**src/rtl/spw_pkg.sv**
```systemverilog
// Purpose: shared constants and carriers for the power/wake supervisor
// Assumes: 250 MHz system clock
// Notes:   timing counts are derived from times in their own units
package spw_pkg;

  localparam int unsigned CLK_MHZ          = 250;
  localparam int unsigned TXD_TIMEOUT_US   = 20;
  localparam int unsigned TXD_TIMEOUT_CYC  = TXD_TIMEOUT_US * CLK_MHZ;
  localparam int unsigned BUS_WAKE_MIN_US  = 30;
  localparam int unsigned BUS_WAKE_MIN_CYC = BUS_WAKE_MIN_US * CLK_MHZ;
  localparam int unsigned BIAS_SHORT_MS    = 16;
  localparam int unsigned BIAS_LONG_MS     = 64;
  localparam int unsigned BIAS_SHORT_CYC   = BIAS_SHORT_MS * 1000 * CLK_MHZ;
  localparam int unsigned BIAS_LONG_CYC    = BIAS_LONG_MS * 1000 * CLK_MHZ;
  localparam int unsigned PASS_ON_MA_LO    = 85;
  localparam int unsigned PASS_ON_MA_HI    = 50;
  localparam int unsigned TMR_W            = 25;

  // device mode field encodings
  localparam logic [1:0] MODE_STANDBY = 2'h0;
  localparam logic [1:0] MODE_SLEEP   = 2'h1;

  // wake edge configuration encodings
  localparam logic [1:0] WCFG_OFF  = 2'h0;
  localparam logic [1:0] WCFG_RISE = 2'h1;
  localparam logic [1:0] WCFG_FALL = 2'h2;
  localparam logic [1:0] WCFG_BOTH = 2'h3;

  typedef enum logic [2:0] {
    SPW_OFF      = 3'b000,
    SPW_STANDBY  = 3'b001,
    SPW_NORMAL   = 3'b010,
    SPW_SLEEP    = 3'b011,
    SPW_OVERTEMP = 3'b100
  } spw_mode_t;

  typedef struct packed {
    logic       power_on_flag;
    logic       regulator_undervoltage_warning;
    logic       bus_wakeup_flag;
    logic       cyclic_interrupt;
    logic [1:0] wake_flag;
  } spw_flags_t;

endpackage : spw_pkg

```
**src/rtl/spw_supervisor.sv**
```systemverilog
// Purpose: supervisory mode, reset, wake and bus transceiver control
// Assumes: analog comparators arrive as synchronous levels
// Notes:   flags clear by write-one pulses; set wins over clear
`timescale 1ns/10ps

// Functional notes
// - battery below off threshold forces off mode
// - battery recovery enters standby, sets power-on flag
// - split bit selects 85 or 50 mA
// - regulator undervoltage resets at selected threshold
// - 90 percent warning flag and state bit
// - transceiver active: normal, enabled, battery ok
// - receive output follows bus level while transceiver active, else recessive
// - standby bit gives low power with wake
// - standby or sleep, bit clear: powered down
// - bus wake needs minimum dominant time
// - transmit dominant time-out disables transmitter
// - per-pin edge configuration or disable
// - local wake: flag, or sleep to standby
// - level status only when a pin enabled
// - optional sampling on bias strobe rising edge
// - bias period selects 16 or 64 ms
// - interrupt pin low while any flag pending
// - bus wake flag clear keeps pending wake
// - cyclic interrupt on timeout-mode watchdog overflow
// - overtemperature: reset low, limp, supplies off
// - temperature recovery enters standby
// - overflow with cyclic pending causes reset
// - limp held set in overtemperature
module spw_supervisor #(
  parameter int unsigned TXD_TIMEOUT  = spw_pkg::TXD_TIMEOUT_CYC,
  parameter int unsigned BUS_WAKE_MIN = spw_pkg::BUS_WAKE_MIN_CYC,
  parameter int unsigned BIAS_SHORT   = spw_pkg::BIAS_SHORT_CYC,
  parameter int unsigned BIAS_LONG    = spw_pkg::BIAS_LONG_CYC
) (
  input  wire logic               clk,
  input  wire logic               sys_rst,
  input  wire logic               battery_above_poff,
  input  wire logic               battery_above_pon,
  input  wire logic               battery_above_bus_uv,
  input  wire logic               regulator_above_90,
  input  wire logic               regulator_above_70,
  input  wire logic               overtemp_detect,
  input  wire logic [1:0]         device_mode_field,
  input  wire logic               mode_write,
  input  wire logic               transceiver_standby_bit,
  input  wire logic               dissipation_split_bit,
  input  wire logic               reset_threshold_select,
  input  wire logic [1:0]         wake_a_edge_config,
  input  wire logic [1:0]         wake_b_edge_config,
  input  wire logic               wake_a_sample_enable,
  input  wire logic               wake_b_sample_enable,
  input  wire logic               wake_bias_period_select,
  input  wire logic               limp_clear,
  input  wire spw_pkg::spw_flags_t flag_clear,
  input  wire logic               local_wake_pin_a,
  input  wire logic               local_wake_pin_b,
  input  wire logic               bus_transmit_input,
  input  wire logic               bus_dominant,
  input  wire logic               watchdog_disable_pin,
  input  wire logic               watchdog_timeout_mode,
  input  wire logic               watchdog_overflow,
  output logic                    bus_receive_output,
  output logic                    bus_drive_dominant,
  output logic                    transceiver_active,
  output logic                    transceiver_lowpower,
  output logic                    transceiver_off,
  output logic                    regulator_enable,
  output logic                    pass_threshold_low,
  output logic                    regulator_state_bit,
  output logic                    reset_pin_low_o,
  output logic                    reset_pin_low_oe,
  output logic                    interrupt_out_low_o,
  output logic                    interrupt_out_low_oe,
  output logic                    limp_home_control_bit,
  output logic                    wake_bias_strobe,
  output logic                    wake_a_level_status,
  output logic                    wake_b_level_status,
  output spw_pkg::spw_flags_t     flags,
  output spw_pkg::spw_mode_t      mode
);

  // strobe toggles at half of each sampling period, so periods must be even
  if (TXD_TIMEOUT < 2 || BUS_WAKE_MIN < 2 || BIAS_SHORT < 4 ||
      BIAS_SHORT % 2 != 0 || BIAS_LONG % 2 != 0 || BIAS_LONG < BIAS_SHORT ||
      BIAS_LONG >= (1 << spw_pkg::TMR_W)) begin : g_bad_param
    $error("spw_supervisor: timing parameters out of range");
  end

  localparam logic [spw_pkg::TMR_W-1:0] TXD_LIM   = spw_pkg::TMR_W'(TXD_TIMEOUT - 1);
  localparam logic [spw_pkg::TMR_W-1:0] WAKE_LIM  = spw_pkg::TMR_W'(BUS_WAKE_MIN - 1);
  localparam logic [spw_pkg::TMR_W-1:0] SHORT_LIM = spw_pkg::TMR_W'(BIAS_SHORT / 2 - 1);
  localparam logic [spw_pkg::TMR_W-1:0] LONG_LIM  = spw_pkg::TMR_W'(BIAS_LONG / 2 - 1);

  // ------------------------------------------------------------
  // state
  // ------------------------------------------------------------
  typedef struct packed {
    spw_pkg::spw_mode_t        mode;
    spw_pkg::spw_flags_t       flags;
    logic [1:0]                txd_sync;
    logic                      txd_prev;
    logic [spw_pkg::TMR_W-1:0] txd_cnt;
    logic                      txd_timed_out;
    logic [1:0]                wa_sync;
    logic [1:0]                wb_sync;
    logic [1:0]                wake_smp;
    logic [spw_pkg::TMR_W-1:0] bus_cnt;
    logic                      bus_wake_pend;
    logic [spw_pkg::TMR_W-1:0] bias_cnt;
    logic                      bias;
    logic                      ci_enabled;
    logic                      sys_reset;
    logic                      limp;
    logic                      rx;
  } spw_state_t;

  spw_state_t st;
  spw_state_t next_st;

  logic [1:0] pin_sync;
  logic [1:0] edge_cfg;
  logic [1:0] smp_en;
  logic [1:0] smp_now;
  logic [1:0] wake_evt;
  logic       any_wake_enabled;
  logic       in_normal;
  logic       in_run;
  logic       bias_lim_hit;
  logic       bias_rise;

  assign pin_sync = {st.wb_sync[1], st.wa_sync[1]};
  assign smp_en   = {wake_b_sample_enable, wake_a_sample_enable};
  assign in_normal = (st.mode == spw_pkg::SPW_NORMAL);
  assign in_run    = in_normal || (st.mode == spw_pkg::SPW_STANDBY);
  assign any_wake_enabled = |edge_cfg;
  assign bias_lim_hit = wake_bias_period_select ? (st.bias_cnt >= LONG_LIM)
                                                : (st.bias_cnt >= SHORT_LIM);
  assign bias_rise    = bias_lim_hit && !st.bias;

  // ------------------------------------------------------------
  // wake pin edge detection, one lane per pin
  // ------------------------------------------------------------
  genvar gi;
  generate
    for (gi = 0; gi < 2; gi++) begin : g_wake
      logic [1:0] cfg;
      logic       rise;
      logic       fall;
      assign cfg  = (gi == 0) ? wake_a_edge_config : wake_b_edge_config;
      // strobe-gated sampling trades latency for bias current
      assign smp_now[gi] = smp_en[gi] ? bias_rise : 1'b1;
      assign rise = smp_now[gi] && pin_sync[gi] && !st.wake_smp[gi];
      assign fall = smp_now[gi] && !pin_sync[gi] && st.wake_smp[gi];
      assign wake_evt[gi] = ((cfg == spw_pkg::WCFG_RISE) && rise) ||
                            ((cfg == spw_pkg::WCFG_FALL) && fall) ||
                            ((cfg == spw_pkg::WCFG_BOTH) && (rise || fall));
      assign edge_cfg[gi] = |cfg;
    end
  endgenerate

  // ------------------------------------------------------------
  // next state
  // ------------------------------------------------------------
  always_comb begin
    next_st = st;
    next_st.sys_reset = 1'b0;

    // input synchronisers
    next_st.txd_sync = {st.txd_sync[0], bus_transmit_input};
    next_st.wa_sync  = {st.wa_sync[0], local_wake_pin_a};
    next_st.wb_sync  = {st.wb_sync[0], local_wake_pin_b};

    // bias strobe divider
    if (bias_lim_hit) begin
      next_st.bias_cnt = '0;
      next_st.bias     = ~st.bias;
    end else begin
      next_st.bias_cnt = st.bias_cnt + 1'b1;
    end

    // sampled wake levels
    for (int i = 0; i < 2; i++) begin
      if (smp_now[i]) begin
        next_st.wake_smp[i] = pin_sync[i];
      end
    end

    // transmit dominant time-out
    next_st.txd_prev = st.txd_sync[1];
    if (st.txd_sync[1] && !st.txd_prev) begin
      next_st.txd_cnt       = '0;
      next_st.txd_timed_out = 1'b0;
    end else if (!st.txd_sync[1] && st.txd_prev) begin
      next_st.txd_cnt = '0;
    end else if (!st.txd_sync[1] && !st.txd_timed_out) begin
      if (st.txd_cnt >= TXD_LIM) begin
        next_st.txd_timed_out = 1'b1;
      end else begin
        next_st.txd_cnt = st.txd_cnt + 1'b1;
      end
    end

    // bus wake filter while in low power
    if (transceiver_lowpower && bus_dominant) begin
      if (st.bus_cnt >= WAKE_LIM) begin
        next_st.bus_wake_pend = 1'b1;
      end else begin
        next_st.bus_cnt = st.bus_cnt + 1'b1;
      end
    end else begin
      next_st.bus_cnt = '0;
    end
    if (in_normal && !transceiver_standby_bit) begin
      next_st.bus_wake_pend = 1'b0;
    end

    // flag clears first so that sets below win
    next_st.flags = st.flags & ~flag_clear;

    if (!regulator_above_90 && in_run) begin
      next_st.flags.regulator_undervoltage_warning = 1'b1;
    end
    if (next_st.bus_wake_pend && !st.bus_wake_pend) begin
      next_st.flags.bus_wakeup_flag = 1'b1;
    end
    if (in_run) begin
      for (int i = 0; i < 2; i++) begin
        if (wake_evt[i]) begin
          next_st.flags.wake_flag[i] = 1'b1;
        end
      end
    end

    // cyclic interrupt
    next_st.ci_enabled = in_run && watchdog_timeout_mode && !watchdog_disable_pin;
    if (st.ci_enabled && watchdog_overflow) begin
      if (st.flags.cyclic_interrupt) begin
        next_st.sys_reset = 1'b1;
      end else begin
        next_st.flags.cyclic_interrupt = 1'b1;
      end
    end

    // regulator undervoltage reset
    if (in_run && (reset_threshold_select ? !regulator_above_70 : !regulator_above_90)) begin
      next_st.sys_reset = 1'b1;
    end

    if (limp_clear) begin
      next_st.limp = 1'b0;
    end

    // mode sequencing
    case (st.mode)
      spw_pkg::SPW_OFF: begin
        if (battery_above_pon) begin
          next_st.mode = spw_pkg::SPW_STANDBY;
          next_st.flags.power_on_flag = 1'b1;
          next_st.sys_reset = 1'b1;
        end
      end
      spw_pkg::SPW_STANDBY,
      spw_pkg::SPW_NORMAL: begin
        if (overtemp_detect) begin
          next_st.mode = spw_pkg::SPW_OVERTEMP;
        end else if (mode_write) begin
          case (device_mode_field)
            spw_pkg::MODE_STANDBY: next_st.mode = spw_pkg::SPW_STANDBY;
            spw_pkg::MODE_SLEEP:   next_st.mode = spw_pkg::SPW_SLEEP;
            default:               next_st.mode = spw_pkg::SPW_NORMAL;
          endcase
        end
      end
      spw_pkg::SPW_SLEEP: begin
        if (|wake_evt || st.bus_wake_pend) begin
          next_st.mode = spw_pkg::SPW_STANDBY;
        end
      end
      spw_pkg::SPW_OVERTEMP: begin
        next_st.limp = 1'b1;
        if (!overtemp_detect) begin
          next_st.mode = spw_pkg::SPW_STANDBY;
          next_st.sys_reset = 1'b1;
        end
      end
      default: next_st.mode = spw_pkg::SPW_OFF;
    endcase

    // battery loss overrides everything
    if (!battery_above_poff) begin
      next_st.mode          = spw_pkg::SPW_OFF;
      next_st.flags         = '0;
      next_st.bus_wake_pend = 1'b0;
      next_st.limp          = 1'b0;
      next_st.sys_reset     = 1'b0;
    end

    next_st.rx = transceiver_active ? !bus_dominant : 1'b1;
  end

  always_ff @(posedge clk or posedge sys_rst) begin
    if (sys_rst) begin
      st <= '{mode: spw_pkg::SPW_OFF, rx: 1'b1, txd_sync: 2'h3, txd_prev: 1'b1,
              default: '0};
    end else begin
      st <= next_st;
    end
  end

  // ------------------------------------------------------------
  // outputs
  // ------------------------------------------------------------
  assign mode  = st.mode;
  assign flags = st.flags;

  assign transceiver_active = in_normal && !transceiver_standby_bit &&
                              battery_above_bus_uv;
  assign transceiver_lowpower = transceiver_standby_bit &&
                                (st.mode != spw_pkg::SPW_OFF);
  assign transceiver_off = !transceiver_active && !transceiver_lowpower;
  assign bus_receive_output = st.rx;
  assign bus_drive_dominant = transceiver_active && !st.txd_timed_out &&
                              (st.mode != spw_pkg::SPW_OVERTEMP) &&
                              !st.txd_sync[1];

  assign regulator_enable = (st.mode != spw_pkg::SPW_OFF) &&
                            (st.mode != spw_pkg::SPW_OVERTEMP) &&
                            (st.mode != spw_pkg::SPW_SLEEP);
  assign pass_threshold_low  = dissipation_split_bit;
  assign regulator_state_bit = regulator_above_90;

  // reset pin: low in off mode, during overtemperature, or while the internal reset is high
  assign reset_pin_low_o  = 1'b0;
  assign reset_pin_low_oe = st.sys_reset || (st.mode == spw_pkg::SPW_OVERTEMP) ||
                            (st.mode == spw_pkg::SPW_OFF);

  assign interrupt_out_low_o  = 1'b0;
  assign interrupt_out_low_oe = |st.flags;

  assign limp_home_control_bit = st.limp || (st.mode == spw_pkg::SPW_OVERTEMP);
  assign wake_bias_strobe      = st.bias;

  assign wake_a_level_status = any_wake_enabled ? st.wake_smp[0] : 1'b0;
  assign wake_b_level_status = any_wake_enabled ? st.wake_smp[1] : 1'b0;

endmodule : spw_supervisor
```
**config.mk**
```make
export PLATFORM = sky130hd
export DESIGN_NAME = spw_supervisor
export DESIGN_NICKNAME = d
export VERILOG_FILES = /design/src/rtl/spw_pkg.sv /design/src/rtl/spw_supervisor.sv
export SDC_FILE = /design/constraint.sdc
export NUM_CORES = 1
export LEC_CHECK = 0
export ABC_AREA = 1
export BUFFER_PORTS_ARGS = -buffer_cell sky130_fd_sc_hd__buf_2
export CORE_ASPECT_RATIO = 1.2
export CORE_MARGIN = 3
export CORE_UTILIZATION = 35
export CTS_CLUSTER_DIAMETER = 200
export DETAILED_ROUTE_END_ITERATION = 12
export HOLD_SLACK_MARGIN = 0.03
export SLEW_MARGIN = 20
export SYNTH_ARGS = -nofsm -noshare
export SYNTH_HDL_FRONTEND = slang
export SYNTH_SLANG_ARGS = --single-unit
```
**constraint.sdc**
```tcl
create_clock -name clk -period 4.3 [get_ports clk]
set_clock_uncertainty 0.2 [all_clocks]
set_input_delay 0.215 -clock clk [delete_from_list [all_inputs] [get_ports clk]]
set_output_delay 0.215 -clock clk [all_outputs]
set_load 0.005 [all_outputs]
```
==> out/results.ini, run 1 <==
[outcome]
outcome=completed

[placed_design]
dp_hpwl_mm=9.35
place_congestion=0.904
dp_slack_ns=1.75
io_buffers=55

[layout]
final.fill_count=1623
layout-drive-gt1-share_pct=13.3
final_core_util_pct=42.0
layout_commonest_cell=nand2_1
nets=832
layout_common_cells=138 x nand2_1, 129 x nor2_1, 96 x dfrtp_1, 93 x inv_1, 55 x buf_2
areaGrowthSynthToFinish_pct=16.4

[synth]
synth.distinct_cells=42
synth_async_sr_flop_share_pct=100
synth.yosys.warnings=0
synth_area_sq_mm=0.00549
postSynthAreaPerCell_sq_um=7.59
synth_edf_count=0
seq_area_frac_synth_pct=45.7
synthesis.instances=723
synth-seq-cells=100
synthFlopType=dfrtp_1

[drt]
num_vias=4790
finalWirelength_mm=12.8
viasPerCell=4.78
first_pass_iters=5
drt-initial-drc-count=279
drc=0
post_drt_wl_per_cell_um=12.7
ant_nets=0

[pwr]
p_per_area_mw_per_mm2=317
p_leak_nw=2.93
irDropWorstVdd_v=0.000203

[timing]
setup_ws_ns=1.77
rsz0062_at_grt=no
worst_pin_slew_ns=0.713
setup_tns_ns=0
hold_viol=0
drv_slew=0
hold_slack_ns=0.0588
finalCritPeriodShare_pct=58.9
slew_headroom_pct=52.5
min_period_ns=2.53
setup_viol=0
max_freq_mhz=395

[global_route]
grt_pass1_wl_mm=21.5
grt_max_degree=79
antenna_found_initial=0
grt_use_total_pct=15.2
grt-ovfl-total=0
grt_pass1_vias=4685

[worst_hold_path]
hold_start=battery_above_poff
hold_path.class=in -> reg
hold_end=flags[0]
min_path_cells=3

[run]
drv_cap=0

[setup_path]
cp-start-kind=flop
r2r_cells=8
r2r_end=st[69]
slowest_delay_ns=0.51
endpoint_kind=flop
cp_common_cell=o21ai_2
worstSetupPathType=reg -> reg
critPathMaxFanout=25
reg2reg_from=st[63]
worstPathArrival_ns=2.58
slowest_stage=o21ai_4
reg2reg_slack_ns=1.77
required_ns=4.34
path_cells=ha_1 -> nand2_1 -> nand4_1 -> a21oi_1 -> o21ai_2 -> o21ai_4 -> o21ai_2 -> and3_1

[floorplanning]
die_w_um=120
rows=49
design.core.area_sq_mm=0.0152
start_util_pct=36.1
chipHeight_um=143
dieArea_sq_mm=0.0172
io_pins=60

[clock_tree]
htree_levels=3
cts_made_buffers=9
cts_tree=built
cts_root_buf=clkbuf_16
cts_setup_buffers=0
clockBufferDepth=2
path_clk_slew_ns=0.08
numClockSinks=100
hold_buffers=22
cts_resized=0
worst_skew_pair.late_latency_ns=0.35

## where the power goes
group	switching [mW]	internal [mW]	total, mW
clock network	0.381	0.400	0.781
logic	0.150	0.0935	0.243
registers	0.0267	0.972	0.999
## area by class of cell
cell class	instances	area [sq um]	area share [%]
flip-flops and latches	100	2510	39.2
inverters	97	369	5.78
well taps	204	255	3.99
diodes	1	2.50	0.0392
multi-input cells	506	2470	38.7
clock buffers	9	225	3.52
clock inverters	7	56.3	0.881
repair buffers	78	503	7.87
## worst max-delay path, delay by kind of cell, from the launching register on
| kind | cells | cell delay, ns |
|---|---|---|
| adder cells (fa/ha/maj) | 1 | 0.22 |
| flip-flops | 1 | 0.41 |
| AO/OA/AOI/OAI | 4 | 1.13 |
| AND/OR/NAND/NOR | 3 | 0.47 |
## sequential cells by signal, summed over array words and instances, names as in the netlist
name,count
st,83
flags,6
next_st,4
mode,3
pin_sync,2
bus_receive_output,1
wake_bias_strobe,1
## routing by layer
layer	global-route usage (%)	vias up	wire, um
li1	-	2464	-
met1	18.8	2251	5520
met2	26.7	55	6680
met3	2.06	20	315
met4	6.56	0	236
met5	0	-	0
## cell families after synthesis
| family | Yosys count | synth area share [%] |
|---|---|---|
| adder cells (fa/ha/maj) | 5 | 1.14 |
| buffers and inverters | 120 | 9.51 |
| AO/OA/AOI/OAI | 80 | 8.12 |
| AND/OR/NAND/NOR | 399 | 32.6 |
| XOR/XNOR | 17 | 2.71 |
| other | 1 | 0.0683 |
| flip-flops | 100 | 45.7 |
| multiplexers | 1 | 0.182 |
## synthesized netlist by cell type (3+ instances only)
cell type,count,area [sq um]
o21ai_0,37,185
nand3_2,3,30.0
nor2_1,129,484
or2_2,3,18.8
buf_2,3,15.0
nand2_2,9,56.3
xnor2_1,3,26.3
nor4_1,11,68.8
nor3b_1,5,37.5
a21oi_1,27,135
nor3_1,36,180
dfstp_2,4,105
nand3_1,39,195
a31oi_1,4,25.0
nand4_1,15,93.8
nand2_1,138,518
xor2_1,14,123
inv_1,94,353
dfrtp_1,96,2400
clkbuf_1,3,11.3
buf_4,16,120
inv_2,3,11.3
ha_1,5,62.6
## metrics by stage
stage	power, mW	cells	area (sq um)
final	2.02	1002	6390
after global routing	2.13	1001	6390
after CTS	2.05	1001	6380
after detailed placement	1.25	963	5880
after global placement	1.24	963	5880
after floorplan	1.17	726	5500
## worst max path at each step
| stage | from | endpoint | slack, ns | depth (start not counted) |
|---|---|---|---|---|
| 3_3_place_gp | st[63] | st[70] | 1.76 | 8 |
| 5_1_grt | st[63] | st[69] | 1.59 | 8 |
| 2_1_floorplan | sys_rst | flags[0] | 1.27 | 1 |
| 6_report | st[63] | st[69] | 1.77 | 8 |
| 4_1_cts | st[63] | st[69] | 1.73 | 8 |
| 3_5_place_dp | st[63] | st[69] | 1.75 | 8 |
Power figures use the tool's default switching activity.
==> run 2, diff against run 1 <==
clock period = 2.6 ns   (was 4.3 ns; I/O delays follow)
==> run 2 against run 1 <==
Net effect: clock power increased by 78%; critical path depth grew 6; fmax rose by 4.8%; setup slack lost 1.6 ns; sequential share of layout area shrank 1.1 points; largest cell class unchanged.
==> out/results.ini, run 2 (same netlist as run 1, synthesis figures left out) <==
[setup_path]
cp.depth=14
r2r_cells=14
r2r_end=flags[0]
path_cells=ha_2 -> nand2_1 -> inv_2 -> nand2_2 -> nor2_2 -> nand2_1 -> nor2_1 -> nor2_1 -> nand2_2 -> nand3_4 -> nand2_2 -> nand2_2 -> o21ai_1 -> dlygate4sd3_1
crit_family=simple AND/OR/NAND/NOR gates
required_ns=2.69
cp-start-kind=flop
critPathBufInv=2
slowest_stage=dlygate4sd3_1
worstSetupPathType=reg -> reg
reg2reg_slack_ns=0.18
cp_common_cell=nand2_2
critPathMaxFanout=4
worstPathArrival_ns=2.50
slowest_delay_ns=0.55
reg2reg_from=st[5]
endpoint_kind=flop

[global_route]
busiest_layer=met2
grt-ovfl-total=0
met3_usage_pct=3.29
grt_use_total_pct=15.9
antenna_found_initial=0
grt_max_degree=41
met1_usage_pct=19.7
grt_use_met2_pct=27.4
grt_pass1_wl_mm=22.1
grt_pass1_vias=4732

[floorplanning]
design.core.area_sq_mm=0.0152
rows=49
dieArea_sq_mm=0.0172
start_util_pct=36.1
chipHeight_um=143
die_w_um=120
io_pins=60

[clock_tree]
path_clk_slew_ns=0.07
worst_skew_pair.late_latency_ns=0.35
cts_tree=built
cts_made_buffers=9
cts_root_buf=clkbuf_16
htree_levels=3
clockBufferDepth=2
numClockSinks=100

[timing]
worst_pin_slew_ns=0.893
drv_slew=0
rsz0062_at_grt=no
slew_headroom_pct=40.4
min_period_ns=2.42
max_freq_mhz=414
setup_viol=0
hold_viol=0
setup_tns_ns=0
finalCritPeriodShare_pct=92.9

[pwr]
p_leak_nw=3.01
p_per_area_mw_per_mm2=531
irDropWorstVdd_v=0.000439
power.total_mw=3.49

[drt]
post_drt_wl_per_cell_um=13.1
ant_nets=0
drt-initial-drc-count=379
num_vias=4912
viasPerCell=4.84
first_pass_iters=5
drc=0
finalWirelength_mm=13.3

[worst_hold_path]
min_path_cells=5
hold_end=mode[1]
hold_path.class=in -> reg
hold_start=device_mode_field[1]

[layout]
largest_reg_flops=83
layout_common_cells=135 x nand2_1, 128 x nor2_1, 96 x dfrtp_1, 92 x inv_1, 55 x buf_2
layout-drive-gt1-share_pct=14.6
nets=845
areaGrowthSynthToFinish_pct=19.6
layout_commonest_cell=nand2_1
final_core_util_pct=43.2
regMostFlops=st
final.fill_count=1619
final_cells=1015

[placed_design]
dp_cells=968
place_congestion=0.869
dp_hpwl_mm=9.68
io_buffers=55

[run]
drv_cap=0

[outcome]
outcome=completed

run 2: metrics by stage:
| step | setup slack (ns) | cell area (sq um) | hold WS (ns) |
|---|---|---|---|
| after global routing | 0.00247 | 6560 | 0.0600 |
| final | 0.183 | 6570 | 0.0552 |
| after CTS | 0.0369 | 6520 | 0.0523 |
| after floorplan | 0.715 | 5500 | -0.0655 |
| after global placement | 0.361 | 5950 | 0.0356 |
| after detailed placement | 0.343 | 5950 | 0.0409 |
run 2: layout make-up:
type	count	area, sq um	share of cell area (%)
flip-flops and latches	100	2510	38.2
multi-input cells	506	2490	37.9
repair buffers	91	638	9.72
inverters	97	368	5.60
clock buffers	13	260	3.96
well taps	204	255	3.89
clock inverters	3	43.8	0.667
diodes	1	2.50	0.0381
run 2: power breakdown:
| part | leakage [nW] | switching (mW) | internal [mW] | total, mW |
|---|---|---|---|---|
| registers | 1.36 | 0.0455 | 1.61 | 1.65 |
| logic | 1.51 | 0.261 | 0.181 | 0.442 |
| clock network | 0.150 | 0.590 | 0.802 | 1.39 |
| total | 3.01 | 0.897 | 2.59 | 3.49 |
run 2: how the worst max path moves through the flow:
stage                 from       end
floorplan            st[5]   mode[0]
CTS                  st[5]  flags[0]
global placement    st[63]    st[74]
finish               st[5]  flags[0]
global route         st[5]  flags[0]
detailed placement  st[63]    st[74]
run 2: timing repair:
| action | in CTS | in global routing |
|---|---|---|
| setup buffers | 0 | 3 |
| hold endpoints to repair | 59 | 0 |
| setup endpoints to repair | 0 | 1 |
| hold buffers | 27 | 0 |
| gates resized for setup | 0 | 8 |
run 2: per-layer routing:
layer	share of wire, %	wire length [um]
met5	0	0
met4	1.9	257
met3	3.5	464
met2	51	6810
met1	43	5750
run 2: worst reg2reg max path: stages (launching register included):
cell and delay, ns:
dfrtp_1 0.36, ha_2 0.18, nand2_1 0.07, inv_2 0.09, nand2_2 0.07, nor2_2 0.13
nand2_1 0.07, nor2_1 0.13, nor2_1 0.06, nand2_2 0.10, nand3_4 0.09, nand2_2 0.09
nand2_2 0.06, o21ai_1 0.11, dlygate4sd3_1 0.55
==> run 3, diff against run 2 <==
ABC_AREA = not set   (was 1)
==> run 3 against run 2 <==
Net effect: core utilization increased by 4.7 points; flip-flop and latch count did not move; register-to-register slack worse by 0.15 ns; first-iteration DRC count decreased by 12%; fmax down 6.0%; setup slack got worse by 0.15 ns.
==> out/results.ini, run 3 <==
[outcome]
outcome=completed

[setup_path]
critPathBufInv=0
slowest_delay_ns=0.55
required_ns=2.68
reg2reg_slack_ns=0.03
worstSetupPathType=reg -> reg
endpoint_kind=flop
path_cells=or4_4 -> a21oi_4 -> o21ai_4 -> a2111oi_4 -> nor2_2 -> or4_4 -> a21oi_2
worstPathArrival_ns=2.65
cp_common_cell=or4_4
cp-start-kind=flop
critPathMaxFanout=4
slowest_stage=or4_4
crit_family=simple AND/OR/NAND/NOR gates

[synth]
synth_common_cells=96 x dfrtp_1, 69 x nor2_1, 51 x nand2_1, 36 x o21ai_0, 27 x nand3_1
postSynthAreaPerCell_sq_um=9.15
post-synth-top-count-cell=dfrtp_1
synthesis.instances=583
synthFlopType=dfrtp_1
seq_area_frac_synth_pct=47.0
synth_edf_count=0
synth_top_area_share_pct=45.0
synth_async_sr_flop_share_pct=100
synth.yosys.warnings=0
synth.distinct_cells=62
synth-seq-cells=100
synth_area_sq_mm=0.00533
synth.area.top_cells=dfrtp_1 45%, nor2_1 4.9%, nand2_1 3.6%
synth_largest_area_cell=dfrtp_1

[layout]
nets=749
final_core_util_pct=47.9
layout-drive-gt1-share_pct=25.2
largest_reg_flops=83
design_area_sq_mm=0.00702
layout_commonest_cell=dfrtp_1
layout_common_cells=96 x dfrtp_1, 68 x nor2_1, 55 x buf_2, 55 x buf_4, 51 x nand2_1
diodes=0
areaGrowthSynthToFinish_pct=31.7
final_cells=913
regMostFlops=st

[floorplanning]
start_util_pct=36.4
rows=48
chipHeight_um=141
design.core.area_sq_mm=0.0147
die_w_um=119
io_pins=60
dieArea_sq_mm=0.0168

[global_route]
met3_usage_pct=3.77
met1_usage_pct=21.4
antenna_found_initial=0
grt_max_degree=48
grt_pass1_wl_mm=23.2
grt_use_met2_pct=27.9
grt_use_total_pct=17.1
busiest_layer=met2
grt-ovfl-total=0
grt_pass1_vias=4753

[drt]
ant_nets=0
post_drt_wl_per_cell_um=15.6
finalWirelength_mm=14.3
drc=0
num_vias=4881
first_pass_iters=5
drt-initial-drc-count=332
viasPerCell=5.35

[timing]
rsz0062_at_grt=yes
drv_slew=0
min_period_ns=2.57
slew_headroom_pct=50.4
finalCritPeriodShare_pct=98.9
worst_pin_slew_ns=0.735
setup_viol=0
max_freq_mhz=389
hold_viol=0

[pwr]
p_per_area_mw_per_mm2=540
p_leak_nw=3.06
power.total_mw=3.79
irDropWorstVdd_v=0.000383

[placed_design]
dp_hpwl_mm=10.0
place_congestion=0.854
dp_cells=861
io_buffers=55
dpl_cell_area_sq_mm=0.00611

[clock_tree]
numClockSinks=100
clockBufferDepth=2
cts_made_buffers=9
worst_skew_pair.late_latency_ns=0.35
htree_levels=3
cts_root_buf=clkbuf_16
path_clk_slew_ns=0.06
cts_tree=built

[run]
drv_cap=0

[worst_hold_path]
hold_path.class=in -> out

run 3: cell types whose count changed in the layout (fill, tap and decap cells not counted), sizes merged, moves of 8 or more:
| cell | change |
|---|---|
| nand2b | +13 |
| nor3 | -31 |
| and3 | +17 |
| and2 | +10 |
| o31ai | +12 |
| nand2 | -96 |
| nor2 | -63 |
| buf | +51 |
| nand3 | -15 |
| inv | -76 |
| xnor2 | +9 |
| or4 | +8 |
run 3: final timing paths:
| kind | start | cells past startpoint | endpoint |
|---|---|---|---|
| max | st[68] | 7 | st[85] |
| min | dissipation_split_bit | 0 | pass_threshold_low |
| max reg2reg | st[68] | 7 | st[85] |
| min reg2reg | next_st[61] | 0 | pin_sync[0] |
| max in group asynchronous | sys_rst | 4 | st[16] |
| min in group asynchronous | sys_rst | 3 | st[46] |
run 3: final cells by class:
type | instances | area, sq um
Clock buffer | 14 | 264
Tap cell | 200 | 250
Fill cell | 1389 | 7630
Clock inverter | 1 | 7.51
Sequential cell | 100 | 2510
Timing Repair Buffer | 146 | 1070
Inverter | 24 | 93.8
Multi-Input combinational cell | 428 | 2830
run 3: worst register-to-register path: cells and delay by family, from the launching register on:
family	cells	cell delay (ns)
flip-flops	1	0.38
AO/OA/AOI/OAI	4	0.77
AND/OR/NAND/NOR	3	1.16
run 3: timing repair:
action                                  in CTS  in global routing
endpoints found under the setup margin      14                 33
setup buffers                                2                  4
hold endpoints to repair                    57                  0
pin swaps                                    6                 10
resized for setup                           18                 41
gates cloned                                 0                  0
hold buffers                                31                  0
run 3: cells by family after synthesis:
logic type      count (synthesis)  synth area share [%]
simple gates                  259                  24.6
mux                            12                  2.35
other cells                     1                0.0703
flops                         100                  47.0
xor+xnor                       24                  3.94
compound gates                124                  15.8
fa+ha+maj                       5                  1.17
buf+inv                        58                  5.04
run 3: routing by layer:
| metal | vias to the layer above | share of wire [%] | wire length (um) |
|---|---|---|---|
| li1 | 2335 | - | - |
| met1 | 2407 | 44 | 6240 |
| met2 | 111 | 49 | 7050 |
| met3 | 28 | 3.8 | 545 |
| met4 | 0 | 3.0 | 422 |
| met5 | - | 0 | 0 |
run 3: metrics by stage:
step	hold slack, ns	TNS (ns)	setup slack (ns)
2_1_floorplan	-0.0655	0	0.00861
3_3_place_gp	0.0371	-0.0161	-0.00842
3_5_place_dp	0.0377	-0.569	-0.114
4_1_cts	0.0568	-0.00964	-0.00964
5_1_grt	0.0600	-0.366	-0.0656
6_report	0.0600	0	0.0289
run 3: where the power goes:
| part | internal [mW] | switching (mW) |
|---|---|---|
| combinational | 0.361 | 0.428 |
| clock | 0.699 | 0.582 |
| sequential | 1.62 | 0.0981 |
